`src/pkg/clock_select_regs.vh`:
```
// Register offsets, bit positions, reset values and timing counts of the
// clock select and reset flag block.
// Assumes inclusion by bare name from a design file in rtl/.
`ifndef CLOCK_SELECT_REGS_VH
`define CLOCK_SELECT_REGS_VH

// ----------------------------------------------------------------------
// Register byte offsets
// ----------------------------------------------------------------------
`define CLOCK_CONTROL_OFFSET 8'hF0
`define CLOCK_FLAG_OFFSET 8'hF2

// ----------------------------------------------------------------------
// Clock control register fields
// ----------------------------------------------------------------------
`define CC_INT_SOURCE_BIT 7
`define CC_HALT_RESET_BIT 3
`define CC_AUX_SELECT_BIT 2
`define CC_WAIT_CLOCK_BIT 1
`define CC_LOWPOWER_BIT 0
`define CC_WRITE_MASK 8'h8F
`define CLOCK_CONTROL_RESET 8'h00

// ----------------------------------------------------------------------
// Clock flag register fields
// ----------------------------------------------------------------------
`define CF_EXT_STOP_BIT 7
`define CF_WATCHDOG_BIT 6
`define CF_SOFT_BIT 5
`define CF_XTAL_STOP_BIT 4
`define CF_DIV16_BIT 3
`define CF_AUX_ACTIVE_BIT 2
`define CF_LOCK_BIT 1
`define CF_PLL_SELECT_BIT 0
`define CLOCK_FLAG_RESET_LVD 8'h68
`define CLOCK_FLAG_RESET_WDG 8'h48
`define CLOCK_FLAG_RESET_SOFT 8'h28
`define CLOCK_FLAG_RESET_EXT 8'h08

// ----------------------------------------------------------------------
// Reset cause codes and source codes
// ----------------------------------------------------------------------
`define CAUSE_EXT 2'h0
`define CAUSE_SOFT 2'h1
`define CAUSE_WDG 2'h2
`define CAUSE_LVD 2'h3
`define SRC_HALF 2'h0
`define SRC_DIV16 2'h1
`define SRC_PLL 2'h2
`define SRC_AUX 2'h3
`define PLL_DIVIDER_OFF 3'h7

// ----------------------------------------------------------------------
// Timing: clock unit interrupt low pulse, in ns, and cycles at 40 MHz
// ----------------------------------------------------------------------
`define SYS_CLK_PERIOD_NS 25
`define IRQ_LOW_TIME_NS 100
`define IRQ_LOW_CYCLES ((`IRQ_LOW_TIME_NS + `SYS_CLK_PERIOD_NS - 1) / `SYS_CLK_PERIOD_NS)

`endif

```
`src/rtl/clock_select_flags.v`:
```
// Clock source selection, low-power wait handling, crystal stop, halt
// handling and reset-cause flags of the clock and reset unit.
// Assumes all inputs synchronous to sys_clk_in; registers over classic
// Wishbone; the clock sources themselves are given as enables/levels.
//
// Function
// - Int source bit picks external or unit IRQ
// - Halt resets if enabled, else stops oscillator
// - Aux select takes effect only if present
// - Low-power wait picks div16 or aux clock
// - Aux stays selected after wait without stop
// - Wait without low-power leaves system clock alone
// - Flag register reset value follows reset cause
// - Stop flag set after instruction, software clears
// - Watchdog and soft flags encode reset cause
// - Crystal stops once aux present and selected
// - Crystal stop bit reads zero until aux active
// - Div16 zero picks div16, PLL off; toggles interrupt
// - Aux active only when aux truly selected
// - Lock bit shows PLL lock; unlocked PLL used only with freerun
// - Hardware clears PLL select on listed events
// - PLL select uses PLL once locked or freerun
// - Aux overrides all; div16 zero overrides PLL
// - Clock events raise falling-edge interrupt request
`timescale 1ns/1ps
`include "clock_select_regs.vh"

module clock_select_flags (
   // Clock and reset
   input wire sys_clk_in,
   input wire rst_in,
   input wire [1:0] reset_cause_in,
   // Wishbone slave
   input wire wb_cyc_in,
   input wire wb_stb_in,
   input wire wb_we_in,
   input wire [7:0] wb_adr_in,
   input wire [7:0] wb_dat_in,
   input wire wb_sel_in,
   output wire wb_ack_out,
   output reg [7:0] wb_dat_out,
   // Core events
   input wire wait_for_interrupt_in,
   input wire wait_exit_in,
   input wire halt_in,
   input wire stop_mode_in,
   input wire instr_end_in,
   input wire stop_restart_in,
   // Clock sources and external interrupt
   input wire aux_clock_present_in,
   input wire pll_locked_in,
   input wire pll_freerun_enable_in,
   input wire [2:0] pll_divider_field_in,
   input wire ext_irq_in,
   // Clock and power controls, reset request and shared interrupt
   output reg [1:0] system_clock_sel_out,
   output reg core_clock_stop_out,
   output reg crystal_off_out,
   output reg pll_off_out,
   output reg unit_off_out,
   output reg soft_reset_req_out,
   output reg shared_irq_out
);

   // -------------------------------------------------------------------
   // State
   // -------------------------------------------------------------------
   reg [7:0] ctrl_r;           // Clock control register
   reg xtal_stop_en_r;         // Crystal stop enable, as written
   reg div16_r;                // Divide-by-16 control
   reg pll_sel_r;              // PLL output select
   reg ext_stop_r;             // External stop flag
   reg stop_pending_r;         // Stop entered, flag set at instr end
   reg [1:0] cause_r;          // Captured reset cause
   reg cause_load_r;           // Cause still to be captured
   reg lowpower_wait_r;        // Low-power wait in progress
   reg ack_r;                  // Bus acknowledge
   reg [1:0] src_r;            // Currently running source
   reg [1:0] src_pend_r;       // Requested source awaiting switch
   reg [1:0] switch_cnt_r;     // Cycles left before a source switch
   reg lock_d_r;               // Lock seen last cycle
   reg [2:0] irq_cnt_r;        // Low pulse length of unit IRQ
   reg [1:0] src_nxt;          // Requested source

   wire bus_req = wb_cyc_in & wb_stb_in;
   wire wr_ctrl = bus_req & wb_we_in & wb_sel_in & ~ack_r &
      (wb_adr_in == `CLOCK_CONTROL_OFFSET);
   wire wr_flag = bus_req & wb_we_in & wb_sel_in & ~ack_r &
      (wb_adr_in == `CLOCK_FLAG_OFFSET);
   wire wait_entry = wait_for_interrupt_in & ctrl_r[`CC_LOWPOWER_BIT];
   wire aux_active = (src_r == `SRC_AUX);
   wire aux_wanted = (ctrl_r[`CC_AUX_SELECT_BIT] |
      (lowpower_wait_r & ctrl_r[`CC_WAIT_CLOCK_BIT])) & aux_clock_present_in;
   wire xtal_stopped = xtal_stop_en_r & aux_active;
   wire [7:0] flag_view = {ext_stop_r, cause_r,
      xtal_stop_en_r & aux_active, div16_r, aux_active,
      pll_locked_in & ~pll_off_out, pll_sel_r};

   // -------------------------------------------------------------------
   // Wishbone: one-cycle ack, unmapped reads zero, writes ignored
   // -------------------------------------------------------------------
   assign wb_ack_out = ack_r;

   // Ack and read data register
   always @(posedge sys_clk_in or posedge rst_in) begin
      if (rst_in) begin
         ack_r <= 1'b0;
         wb_dat_out <= 8'h00;
      end else begin
         ack_r <= bus_req & ~ack_r;
         if (bus_req & ~ack_r & ~wb_we_in) begin
            if (wb_adr_in == `CLOCK_CONTROL_OFFSET)
               wb_dat_out <= ctrl_r;
            else if (wb_adr_in == `CLOCK_FLAG_OFFSET)
               wb_dat_out <= flag_view;
            else
               wb_dat_out <= 8'h00;
         end
      end
   end

   // -------------------------------------------------------------------
   // Clock control register
   // -------------------------------------------------------------------
   always @(posedge sys_clk_in or posedge rst_in) begin
      if (rst_in) begin
         ctrl_r <= `CLOCK_CONTROL_RESET;
      end else if (wr_ctrl) begin
         // Test bits are kept as written; software holds them at zero
         ctrl_r <= wb_dat_in;
      end else if (wait_exit_in & lowpower_wait_r &
         ctrl_r[`CC_WAIT_CLOCK_BIT] & aux_active & ~xtal_stop_en_r) begin
         // Wait clock on aux latches the select bit so aux stays on
         ctrl_r[`CC_AUX_SELECT_BIT] <= 1'b1;
      end
   end

   // -------------------------------------------------------------------
   // Reset cause capture, one cycle after release
   // -------------------------------------------------------------------
   always @(posedge sys_clk_in or posedge rst_in) begin
      if (rst_in) begin
         cause_r <= `CAUSE_EXT;
         cause_load_r <= 1'b1;
      end else if (cause_load_r) begin
         // Watchdog bit is high bit, software bit low
         cause_r <= reset_cause_in;
         cause_load_r <= 1'b0;
      end
   end

   // -------------------------------------------------------------------
   // Flag register writable bits and hardware events
   // -------------------------------------------------------------------
   always @(posedge sys_clk_in or posedge rst_in) begin
      if (rst_in) begin
         ext_stop_r <= 1'b0;
         stop_pending_r <= 1'b0;
         xtal_stop_en_r <= 1'b0;
         div16_r <= 1'b1;
         pll_sel_r <= 1'b0;
         lowpower_wait_r <= 1'b0;
      end else begin
         // Stop flag: set after the current instruction, set beats clear
         if (stop_mode_in)
            stop_pending_r <= 1'b1;
         else if (instr_end_in)
            stop_pending_r <= 1'b0;
         if (stop_pending_r & instr_end_in)
            ext_stop_r <= 1'b1;
         else if (wr_flag)
            ext_stop_r <= wb_dat_in[`CF_EXT_STOP_BIT];
         // Written 1 holds, but reads 0 while aux inactive
         if (wr_flag)
            xtal_stop_en_r <= wb_dat_in[`CF_XTAL_STOP_BIT];
         if (wr_flag)
            div16_r <= wb_dat_in[`CF_DIV16_BIT];
         // PLL select: hardware clear wins over a software set
         if ((pll_divider_field_in == `PLL_DIVIDER_OFF) | xtal_stopped |
            wait_entry | (wr_flag & ~wb_dat_in[`CF_DIV16_BIT]) |
            ~div16_r)
            pll_sel_r <= 1'b0;
         else if (wr_flag)
            pll_sel_r <= wb_dat_in[`CF_PLL_SELECT_BIT];
         // Low-power wait lasts from entry until exit
         if (wait_entry)
            lowpower_wait_r <= 1'b1;
         else if (wait_exit_in)
            lowpower_wait_r <= 1'b0;
      end
   end

   // -------------------------------------------------------------------
   // Requested source, by priority
   // -------------------------------------------------------------------
   always @* begin
      src_nxt = `SRC_HALF;
      if (aux_wanted)
         src_nxt = `SRC_AUX;
      else if (lowpower_wait_r | ~div16_r)
         src_nxt = `SRC_DIV16;
      else if (pll_sel_r & (pll_locked_in | pll_freerun_enable_in))
         src_nxt = `SRC_PLL;
      else
         src_nxt = `SRC_HALF;
   end

   // -------------------------------------------------------------------
   // Delayed switch: old source held for two cycles, then new source
   // -------------------------------------------------------------------
   always @(posedge sys_clk_in or posedge rst_in) begin
      if (rst_in) begin
         src_r <= `SRC_HALF;
         src_pend_r <= `SRC_HALF;
         switch_cnt_r <= 2'h0;
         system_clock_sel_out <= `SRC_HALF;
      end else begin
         if (switch_cnt_r != 2'h0) begin
            switch_cnt_r <= switch_cnt_r - 2'h1;
            if (switch_cnt_r == 2'h1) begin
               src_r <= src_pend_r;
               system_clock_sel_out <= src_pend_r;
            end
         end else if (src_nxt != src_r) begin
            // Aux held after wait without crystal stop, until software clears the select bit
            src_pend_r <= src_nxt;
            switch_cnt_r <= 2'h2;
         end
      end
   end

   // -------------------------------------------------------------------
   // Power controls, halt handling and core clock
   // -------------------------------------------------------------------
   always @(posedge sys_clk_in or posedge rst_in) begin
      if (rst_in) begin
         crystal_off_out <= 1'b0;
         pll_off_out <= 1'b1;
         unit_off_out <= 1'b0;
         soft_reset_req_out <= 1'b0;
         core_clock_stop_out <= 1'b0;
      end else begin
         soft_reset_req_out <= halt_in & ctrl_r[`CC_HALT_RESET_BIT];
         if (halt_in & ~ctrl_r[`CC_HALT_RESET_BIT]) begin
            unit_off_out <= 1'b1;
         end
         crystal_off_out <= xtal_stopped |
            unit_off_out;
         pll_off_out <= unit_off_out | ~div16_r |
            (pll_divider_field_in == `PLL_DIVIDER_OFF) |
            (lowpower_wait_r & ~pll_freerun_enable_in);
         if (wait_for_interrupt_in)
            core_clock_stop_out <= 1'b1;
         else if (wait_exit_in)
            core_clock_stop_out <= 1'b0;
      end
   end

   // -------------------------------------------------------------------
   // Clock unit interrupt: low pulse on events; shared request mux
   // -------------------------------------------------------------------
   wire aux_edge = (switch_cnt_r == 2'h1) &
      ((src_pend_r == `SRC_AUX) != aux_active);
   wire div_edge = (switch_cnt_r == 2'h1) &
      ((src_pend_r == `SRC_DIV16) != (src_r == `SRC_DIV16));
   // Low pulse length, cut to the counter width on purpose
   wire [31:0] irq_low_full = `IRQ_LOW_CYCLES;
   wire clk_event = aux_edge | div_edge | stop_restart_in |
      (lock_d_r != pll_locked_in) |
      (wr_flag & (wb_dat_in[`CF_DIV16_BIT] != div16_r));

   always @(posedge sys_clk_in or posedge rst_in) begin
      if (rst_in) begin
         lock_d_r <= 1'b0;
         irq_cnt_r <= 3'h0;
         shared_irq_out <= 1'b1;
      end else begin
         lock_d_r <= pll_locked_in;
         if (clk_event)
            irq_cnt_r <= irq_low_full[2:0];
         else if (irq_cnt_r != 3'h0)
            irq_cnt_r <= irq_cnt_r - 3'h1;
         if (ctrl_r[`CC_INT_SOURCE_BIT])
            shared_irq_out <= ~(clk_event | (irq_cnt_r > 3'h1));
         else
            shared_irq_out <= ext_irq_in;
      end
   end

endmodule

```
`config.mk`:
```
export PLATFORM = sky130hd
export DESIGN_NAME = clock_select_flags
export DESIGN_NICKNAME = d
export VERILOG_FILES = /design/src/rtl/clock_select_flags.v
export VERILOG_INCLUDE_DIRS = /design/src /design/src/pkg
export SDC_FILE = /design/constraint.sdc
export NUM_CORES = 1
export LEC_CHECK = 0
export ABC_AREA = 1
export BUFFER_PORTS_ARGS = -buffer_cell sky130_fd_sc_hd__clkbuf_2
export CAP_MARGIN = 20
export CORE_MARGIN = 3
export CORE_UTILIZATION = 47
export DETAILED_ROUTE_END_ITERATION = 6
export PLACE_DENSITY = 0.75
export SLEW_MARGIN = 15
export SYNTH_ARGS = -nofsm -noshare
export SYNTH_HDL_FRONTEND = slang
export SYNTH_SLANG_ARGS = --single-unit
export TNS_END_PERCENT = 100
```
`constraint.sdc`:
```
create_clock -name sys_clk_in -period 1.4 [get_ports sys_clk_in]
set_input_delay 0.14 -clock sys_clk_in [delete_from_list [all_inputs] [get_ports sys_clk_in]]
set_output_delay 0.14 -clock sys_clk_in [all_outputs]
set_load 0.05 [all_outputs]
```
Word-level counts from Yosys, hierarchy flattened
Cells that the tools add are included.

word-level totals
  bits in registers = 42
  output and inout bits = 17
  word-level logic and storage cells = 124

operators by class
  $add $sub $neg = 2
  order comparisons = 1
  eq/ne operators = 13
  mux-type cells = 21
  bitwise gates (word level) = 52
  reductions and logical operators = 12

operator list
  operator                                             count
  bitwise AND 1 bit                                    26
  nonzero test 2 bit                                   9
  == test 8 bit (second input constant)                2
  two-way mux 8 bit                                    2
  bitwise OR 1 bit                                     16
  two-way mux 1 bit                                    12
  two-way mux 2 bit                                    5
  NOT 1 bit                                            10
  == test 2 x 1 -> 1 bit (second input constant)       3
  two-way mux 3 bit                                    2
  == test 2 bit (second input constant)                2
  inequality test 1 bit                                4
  AND reduction 2 bit                                  2
  == test 3 bit (second input constant)                1
  > comparator 3 x 1 -> 1 bit (second input constant)  1
  nonzero test 3 bit                                   1
  subtractor 3 x 1 -> 3 bit (second input constant)    1
  inequality test 2 bit                                1
  subtractor 2 x 1 -> 2 bit (second input constant)    1

Depth between registers and ports, before layout
Gate-level depths: netlist (run 1).

  depth in word-level cells = 10
  gate-level depth with buffers = 10
  gate-level depth less buffers = 10

Least setup slack after synthesis (run 1)
No wires, ideal clock.

  kind = reg2reg
  start point = register ack_r, in the netlist wb_ack_out
  end point = register wb_dat_out[0]
  library setup time = 0.081 ns
  data arrival time = 1.425 ns
  setup slack = -0.107 ns
  stages on the path, launching flop included = 5
  buffers on the path = 1
  path through = dfrtp_1 -> nor4_4 -> buf_6 -> nor2_2 -> a31oi_2

on the way
  longest elaborated chain between the ends = 3

RTL lines
  element                         RTL line                  source
  start: declaration              clock_select_flags.v:77   reg ack_r;
  start signal: assignment        clock_select_flags.v:110  ack_r <= bus_req & ~ack_r;
  NOT 1 bit                       clock_select_flags.v:111  if (bus_req & ~ack_r & ~wb_we_in) begin
  bitwise AND 1 bit (2 in a row)  clock_select_flags.v:111
  end signal: assignment          clock_select_flags.v:113  wb_dat_out <= ctrl_r;
  end signal: assignment          clock_select_flags.v:115  wb_dat_out <= flag_view;
  end: declaration                clock_select_flags.v:41   output reg [7:0] wb_dat_out,

Every way passes these cells.
A chain may end at the register's enable or synchronous reset.

Worst setup path in the final report (run 1)
  start point = register div16_r
  end point = register src_pend_r[1]

on the way
  longest elaborated chain between the ends = 6

RTL lines
  element                               RTL line                  source
  start: declaration                    clock_select_flags.v:70   reg div16_r;
  start signal: assignment              clock_select_flags.v:177  div16_r <= wb_dat_in[`CF_DIV16_BIT];
  NOT 1 bit (*)                         clock_select_flags.v:200  else if (lowpower_wait_r | ~div16_r)
  bitwise OR 1 bit (*)                  clock_select_flags.v:200
  two-way mux 2 bit (*)                 clock_select_flags.v:200
  two-way mux 2 bit (*)                 clock_select_flags.v:198  if (aux_wanted)
  inequality test 2 bit                 clock_select_flags.v:224  end else if (src_nxt != src_r) begin
  AND reduction 2 bit (no source line)  n/a
  end signal: assignment                clock_select_flags.v:214  src_pend_r <= `SRC_HALF;
  end signal: assignment                clock_select_flags.v:226  src_pend_r <= src_nxt;
  end: declaration                      clock_select_flags.v:79   reg [1:0] src_pend_r;

Every way passes the cells marked *; elsewhere a longest branch is shown, timed or not.

==> flow_summary.rst, run 1 <==
.. list-table::
   :header-rows: 1

   * - Metric
     - Value
   * - Max-Cap Viols
     - 0
   * - Routed wire length
     - 4.41 mm
   * - Result of the run
     - finished, final reports clean
   * - Clock-pin transition on the worst setup and hold timing paths
     - 0.08 ns
   * - Leakage power figure
     - 1.34 nW
   * - Yosys warning count
     - 0
   * - Part of the Yosys area used for sequential elements
     - roughly 51%
   * - Mean area per synthesized cell
     - 8.49 um^2
   * - Global-route wire length before repair
     - 7.45 mm
   * - Total half-perimeter wirelength after legalization and detailed placement
     - ~3.3 mm
   * - Congestion Overflow GR
     - 0
   * - Maximum clock insertion buffer count
     - 2
   * - Site row count
     - 23
   * - Most used standard cell by instance count after synthesis
     - sky130_fd_sc_hd__nand2_1
   * - Ys async rst share
     - between 90% and 100%
   * - Maximum number of pins on one net before global-route repair
     - between 40 and 50
   * - Leading cell types by total area after synthesis
     - sky130_fd_sc_hd__dfrtp_1 46%, sky130_fd_sc_hd__nand2_1 12%, sky130_fd_sc_hd__inv_1 6.6%
   * - Hold violation count in the final report
     - 0
   * - Starting utilization of the core area
     - 50.0%
   * - Cells after synthesis
     - 242
   * - Sinks on Clock Net
     - 42
   * - Placed cell areas
     - 2440 um^2
   * - Number of primary I/O pins
     - 54
   * - Cell repeated most along the worst path
     - sky130_fd_sc_hd__nand2_1
   * - Count of cell types in the netlist
     - 30
   * - Sequence of cells on the critical path
     - inv_2, nor2_4, nand2_1, nand2_1, nand2_2, nand3_2, nand2_2, nand2_1, nand2_1
   * - Final estimated routing congestion in global placement
     - between 0.8 and 0.9
   * - Final Skew
     - 0.00548 ns
   * - Vias per inst
     - 4.97
   * - Core Util, Final
     - 63.0%
   * - Number of nets in the synthesized netlist
     - 285
   * - Residual antenna-violating net count after detailed routing
     - 0
   * - Final-report setup violation count
     - 0
   * - Leading register cell type out of synthesis
     - sky130_fd_sc_hd__dfrtp_1
   * - Share of the clock period used by the worst path
     - 95.5%
   * - CP max-delay cell
     - sky130_fd_sc_hd__dfstp_2
   * - Detailed-router iteration count before antenna repair
     - 4
   * - Total via count after detailed routing
     - 1784
   * - Flops & latches, synth
     - 42
   * - Max Clk Rate
     - 748 MHz
   * - Proportion of layout cells with a drive suffix above 1
     - 30.4%
   * - Min-delay worst type
     - in -> reg
   * - Count of nets after finishing
     - 351
   * - Power per cell area
     - 1300 nW/um^2
   * - Initial detailed-routing violation count
     - 117
   * - Horizontal die dimension
     - 72.1 um
   * - Worst VDD drop
     - 0.802 mV
   * - Number of H-tree branching levels
     - 2
   * - Number of antenna violations at the first check in global routing
     - 0
   * - Data required time of the worst path
     - around 1.6 ns
   * - Share of the synthesized area in the top cell type
     - 46.3%
   * - Crit path largest cell delay
     - 0.54 ns
   * - List of most frequent post-synthesis cells
     - 68 x sky130_fd_sc_hd__nand2_1, 38 x sky130_fd_sc_hd__dfrtp_1, 36 x sky130_fd_sc_hd__inv_1, 18 x sky130_fd_sc_hd__nand3_1, 15 x sky130_fd_sc_hd__nor2_1
   * - Area of all placed cells without fillers
     - between 2000 and 3000 um^2
   * - Area of the core
     - between 4000 and 5000 um^2
   * - Post-synth EDFFs
     - 0
   * - Number of global-route vias before repair
     - 1737
   * - Startpoint-to-endpoint class of the critical path
     - reg -> reg
   * - Root buf cell
     - sky130_fd_sc_hd__clkbuf_8
   * - TritonCTS buffer count
     - 5
   * - Number of buffer cells added on primary ports
     - 53
   * - FILL cells
     - 375
   * - Cell accounting for the most synthesized area
     - sky130_fd_sc_hd__dfrtp_1
   * - Setup TNS
     - 0 ns
   * - Data arrival at the endpoint of the critical path
     - between 1.5 and 2 ns
   * - CTS tree
     - built
   * - Worst hold slack after final layout
     - ~0.03 ns
   * - Chip height
     - 72.1 um
   * - Signed area change from the synthesized netlist to the final layout
     - 26.2%
   * - Endpoint kind of the worst setup timing path
     - register
   * - Global-route total usage across every layer
     - ~18%
   * - RSZ-0062 raised after global routing
     - yes
   * - Worst path buffer plus inverter count
     - 1
   * - Highest fanout seen on the critical path
     - 4
   * - Inserted Diodes
     - 0
   * - Final Max Slew Viols
     - 0
   * - Crit path time final
     - 1.34 ns
   * - DRC Markers
     - 0
   * - Worst setup SP type
     - register
   * - CP delay by family, top
     - simple AND/OR/NAND/NOR gates
   * - Total Die Area
     - about 5200 um^2
   * - Mapped Area
     - about 2000 um^2
   * - Skew-Pair Late Insertion Delay
     - 0.29 ns
   * - Routed wire length per instance
     - around 12 um
logic make-up (layout without fill, tap and decap cells):
group,after synthesis,count (layout),share of synthesized area [%]
AOI/OAI and AO/OA,32,32,9.31
xor gates and xnor gates,3,3,1.28
adders and majority gates,6,6,3.65
buffers and inverters,40,107,7.91
DFF,42,42,51.4
muxes,2,2,1.10
other,1,1,0.182
and+or+nand+nor,116,116,25.2
layout by cell type (no fill, tap or decap), drive strengths merged, types with 2 or more instances in the layout:
cell,synthesis,final
nand2,68,68
mux2,2,2
inv,37,37
xor2,2,2
dfstp,4,4
a21oi,4,4
nor3,2,2
clkbuf,0,60
nand3,18,18
buf,3,7
nor2,19,19
o21ai,15,15
o211ai,2,2
o21bai,2,2
a31oi,7,7
dfrtp,38,38
ha,6,6
nand4,7,7
dlygate4sd3,0,2
per-stage QoR:
step           power [W]  std cells  setup WS (ns)
5_1_grt          0.00359        359        -0.0960
6_report         0.00338        359         0.0636
3_3_place_gp     0.00253        348         0.0797
4_1_cts          0.00337        358         0.0154
2_1_floorplan    0.00228        242       -0.00792
3_5_place_dp     0.00256        348         0.0297
where the power goes:
group          internal (W)  leakage (nW)  switching [W]
logic              0.000355         0.787       0.000699
clock network      0.000398        0.0482       0.000408
registers           0.00138         0.501       0.000145
area by class of cell:
cell class | count | area [um^2] | share of cell area [%]
well taps | 50 | 62.6 | 2.41
clock buffers | 7 | 86.3 | 3.33
repair buffers | 62 | 363 | 14.0
flip-flops and latches | 42 | 1060 | 40.8
clock inverters | 1 | 5.00 | 0.193
inverters | 37 | 139 | 5.35
multi-input cells | 160 | 881 | 34.0
final timing paths:
path | from | endpoint | slack, ns | cells past startpoint
hold reg to reg | ctrl_r[5] | ctrl_r[5] | 0.48 | 2
min in group asynchronous | rst_in | unit_off_out | 0.43 | 4
max in group asynchronous | rst_in | cause_load_r | 0.71 | 4
setup reg to reg | div16_r | src_pend_r[1] | 0.06 | 9
setup / recovery | div16_r | src_pend_r[1] | 0.06 | 9
hold / removal | ext_irq_in | shared_irq_out | 0.03 | 3
repair_timing:
action	CTS	global route
endpoints found under the setup margin	0	9
endpoints found under the hold margin	39	0
gates resized for setup	0	13
setup buffers	0	1
hold buffers	2	0
state kept, by name (all words and copies together), names as in the netlist, 2 cells and up:
signal	flops
switch_cnt_r	2
wb_dat_out	8
irq_cnt_r	3
cause_r	2
ctrl_r	8
src_r	2
src_pend_r	2
metal layers:
metal  vias up  wire, um  part of all wire (%)  global-route usage (%)
met5         -         0                     0                       0
met4         0        55                   1.2                    5.64
met3         5       267                   6.1                    4.57
met2        53      2070                    47                    30.3
met1       812      2020                    46                    23.4
li1        914         -                     -                       -
worst register-to-register path: stages, from the launching register on:
cell                      delay, ns
sky130_fd_sc_hd__dfstp_2       0.54
sky130_fd_sc_hd__inv_2         0.05
sky130_fd_sc_hd__nor2_4        0.12
sky130_fd_sc_hd__nand2_1       0.08
sky130_fd_sc_hd__nand2_1       0.08
sky130_fd_sc_hd__nand2_2       0.09
sky130_fd_sc_hd__nand3_2       0.11
sky130_fd_sc_hd__nand2_2       0.06
sky130_fd_sc_hd__nand2_1       0.06
sky130_fd_sc_hd__nand2_1       0.05
Power figures use the tool's default switching activity.
==> run 2: changes to the inputs <==
- CORE_ASPECT_RATIO: default -> 1.75
==> run 2 against run 1 <==
  * Global-route usage rose by 0.87 points
  * Routed wire length rose by 3.8%
  * Largest cell class unchanged
  * Register-to-register slack barely moved
==> flow_summary.rst, run 2 (synthesis results as in run 1) <==
.. list-table::
   :header-rows: 1

   * - Metric
     - Value
   * - Result of the run
     - finished, final reports clean
   * - TritonCTS buffer count
     - 5 (unchanged)
   * - Highest fanout seen on the critical path
     - 3 (-1)
   * - Placed cell areas
     - 2440 um^2 (+0.26%)
   * - Highest-count cells in the layout ignoring fill and taps
     - 61 x sky130_fd_sc_hd__nand2_1, 53 x sky130_fd_sc_hd__clkbuf_2, 37 x sky130_fd_sc_hd__dfrtp_1
   * - Crit path time final
     - 1.35 ns (+0.00886 ns)
   * - Most common cell after layout, fill and taps aside
     - sky130_fd_sc_hd__nand2_1
   * - Maximum clock insertion buffer count
     - 2 (unchanged)
   * - Worst VDD drop
     - 1.15 mV (+43%)
   * - Hold violation count in the final report
     - 0 (unchanged)
   * - Routed wire length
     - 4.58 mm (+3.8%)
   * - Signed area change from the synthesized netlist to the final layout
     - 27.0%
   * - Area of the core
     - 4190 um^2 (+1.8%)
   * - Net switching fraction of the power
     - 37.0% (-0.049 points)
   * - Sinks on Clock Net
     - 42 (unchanged)
   * - Worst setup SP type
     - register
   * - CTS tree
     - built
   * - Power per cell area
     - 1300 nW/um^2 (-0.50%)
   * - Skew-Pair Late Insertion Delay
     - 0.29 ns (about the same)
   * - Total half-perimeter wirelength after legalization and detailed placement
     - 3.55 mm (+7.7%)
   * - Multi-input combinational cell area
     - 883 um^2 (+0.28%)
   * - DRC Markers
     - 0 (unchanged)
   * - Number of H-tree branching levels
     - 2 (unchanged)
   * - Root buf cell
     - sky130_fd_sc_hd__clkbuf_8
   * - Total Die Area
     - 5230 um^2 (+0.61%)
   * - Startpoint-to-endpoint class of the critical path
     - reg -> reg
   * - Final Max Slew Viols
     - 0 (unchanged)
   * - Routed wire length per instance
     - 12.7 um (+3.5%)
   * - Maximum number of pins on one net before global-route repair
     - 43 (unchanged)
   * - Residual antenna-violating net count after detailed routing
     - 0 (unchanged)
   * - Data arrival at the endpoint of the critical path
     - 1.52 ns (about the same)
   * - Detailed-router iteration count before antenna repair
     - 4 (unchanged)
   * - Final Skew
     - 0.00670 ns (+0.00122 ns)
   * - Proportion of power drawn by combinational gates
     - 31.5% (+0.4 points)
   * - Internal power component
     - 0.00214 W (+0.20%)
   * - Worst R2R Setup Slack
     - 0.05 ns (about the same)
   * - Number of global-route vias before repair
     - 1840 (+5.9%)
   * - Regs by FF count
     - ctrl_r x8, wb_dat_out x8, irq_cnt_r x3
   * - Total chip power
     - 0.00339 W (+0.12%)
   * - Max Clk Rate
     - 743 MHz (-0.66%)
   * - Reported net switching power
     - 0.00125 W (about the same)
   * - Leakage power figure
     - 1.35 nW (+0.72%)
   * - Chip height
     - 93.5 um (+30%)
   * - Congestion Overflow GR
     - 0 (unchanged)
   * - Number of buffer cells added on primary ports
     - 53 (unchanged)
   * - Total via count after detailed routing
     - 1808 (+1.3%)
   * - Number of antenna violations at the first check in global routing
     - 0 (unchanged)
   * - Min-delay worst type
     - in -> reg
   * - Max-Cap Viols
     - 0 (unchanged)
   * - Horizontal die dimension
     - 56.0 um (-22%)
   * - Global-route wire length before repair
     - 7.71 mm (+3.5%)
   * - Area of all placed cells without fillers
     - 2610 um^2 (+0.63%)
   * - Sequential cell area
     - 1060 um^2 (unchanged)
   * - Worst Reg-to-Reg Cells
     - 9 (unchanged)
   * - Fraction of power consumed by sequential logic
     - 45.1% (about the same)
   * - FILL cells
     - 397 (+5.9%)
   * - Worst Hold Path Cells
     - 3 (unchanged)
   * - Count of nets after finishing
     - 353 (+0.57%)
   * - Global-route total usage across every layer
     - 19.1% (+0.87 points)
   * - Final estimated routing congestion in global placement
     - 0.811 (-5.3%)
   * - Final-report setup violation count
     - 0 (unchanged)
   * - Share of total power in the clock network
     - 23.4% (-0.4 points)
   * - Number of placed cells counting well taps
     - 348 (unchanged)
   * - Site row count
     - 31 (+35%)
   * - Clock-pin transition on the worst setup and hold timing paths
     - 0.07 ns (about the same)
   * - Starting utilization of the core area
     - 49.1% (-0.88 points)
   * - Share of the clock period used by the worst path
     - 96.1% (+0.63 points)
   * - Inserted Diodes
     - 0 (unchanged)
   * - Vias per inst
     - 5.02 (+1.1%)
   * - Initial detailed-routing violation count
     - 67 (-43%)
   * - Number of primary I/O pins
     - 54 (unchanged)
   * - Data required time of the worst path
     - 1.58 ns (about the same)
   * - Proportion of layout cells with a drive suffix above 1
     - 31.2% (+0.77 points)
   * - Final Instance Count excl. Fillers
     - 360 (+0.28%)
   * - Endpoint kind of the worst setup timing path
     - register
   * - Worst hold slack after final layout
     - 0.0288 ns (-0.00121 ns)
run 2: per-layer routing:
metal / routed length, um / vias up / part of all wire (%) / global-route usage, %
met5: 0 / - / 0 / 0
met4: 95 / 0 / 2.1 / 10.7
met3: 216 / 5 / 4.7 / 4.28
met2: 2550 / 56 / 56 / 35.6
met1: 1710 / 839 / 37 / 18.8
li1: - / 908 / - / -
run 2: per-stage QoR:
| stage | setup WS (ns) | util [%] | TNS, ns |
|---|---|---|---|
| after floorplan | -0.00792 | - | -0.00792 |
| after global routing | -0.0142 | 62.3 | -0.0372 |
| final | 0.0547 | 62.3 | 0 |
| after detailed placement | 0.00853 | 58.3 | 0 |
| after global placement | 0.0686 | 58.3 | 0 |
| after CTS | 0.0169 | 61.1 | 0 |
run 2: worst max-delay path, stage by stage (launching register included):
cell and delay, ns:
sky130_fd_sc_hd__dfstp_2 0.54, sky130_fd_sc_hd__inv_2 0.05, sky130_fd_sc_hd__nor2_4 0.11, sky130_fd_sc_hd__nand3_2 0.10
sky130_fd_sc_hd__nand2_2 0.09, sky130_fd_sc_hd__nand2_2 0.08, sky130_fd_sc_hd__nand3_2 0.09, sky130_fd_sc_hd__nand2_2 0.06
sky130_fd_sc_hd__nand2_1 0.07, sky130_fd_sc_hd__nand2_1 0.05
run 2: timing repair:
item / 4_1_cts / 5_1_grt
pin swaps: 0 / 1
resized for setup: 1 / 13
buffers inserted: 0 / 2
endpoints found under the hold margin: 39 / 0
hold buffers: 2 / 0
setup endpoints to repair: 1 / 6
run 2: cell type report:
| type | count | share of cell area [%] |
|---|---|---|
| multi-input combinational | 160 | 33.8 |
| clock buffer | 7 | 3.31 |
| inverter | 37 | 5.32 |
| clock inverter | 1 | 0.192 |
| tap | 49 | 2.35 |
| sequential | 42 | 40.5 |
| timing repair buffer | 64 | 14.5 |
run 2: worst paths after layout:
check,from,to
setup / recovery,div16_r,src_pend_r[0]
hold reg to reg,ctrl_r[4],ctrl_r[4]
hold / removal,ext_irq_in,shared_irq_out
setup reg to reg,div16_r,src_pend_r[0]
max in group asynchronous,rst_in,div16_r
min in group asynchronous,rst_in,soft_reset_req_out
run 2: power by group through the flow:
stage	clock [W]	combinational (W)	sequential (W)
6_report	0.000792	0.00107	0.00153
5_1_grt	0.000875	0.00119	0.00155
4_1_cts	0.000822	0.00104	0.00152
3_5_place_dp	0	0.00102	0.00155
2_1_floorplan	0	0.000521	0.00176
3_3_place_gp	0	0.000990	0.00155
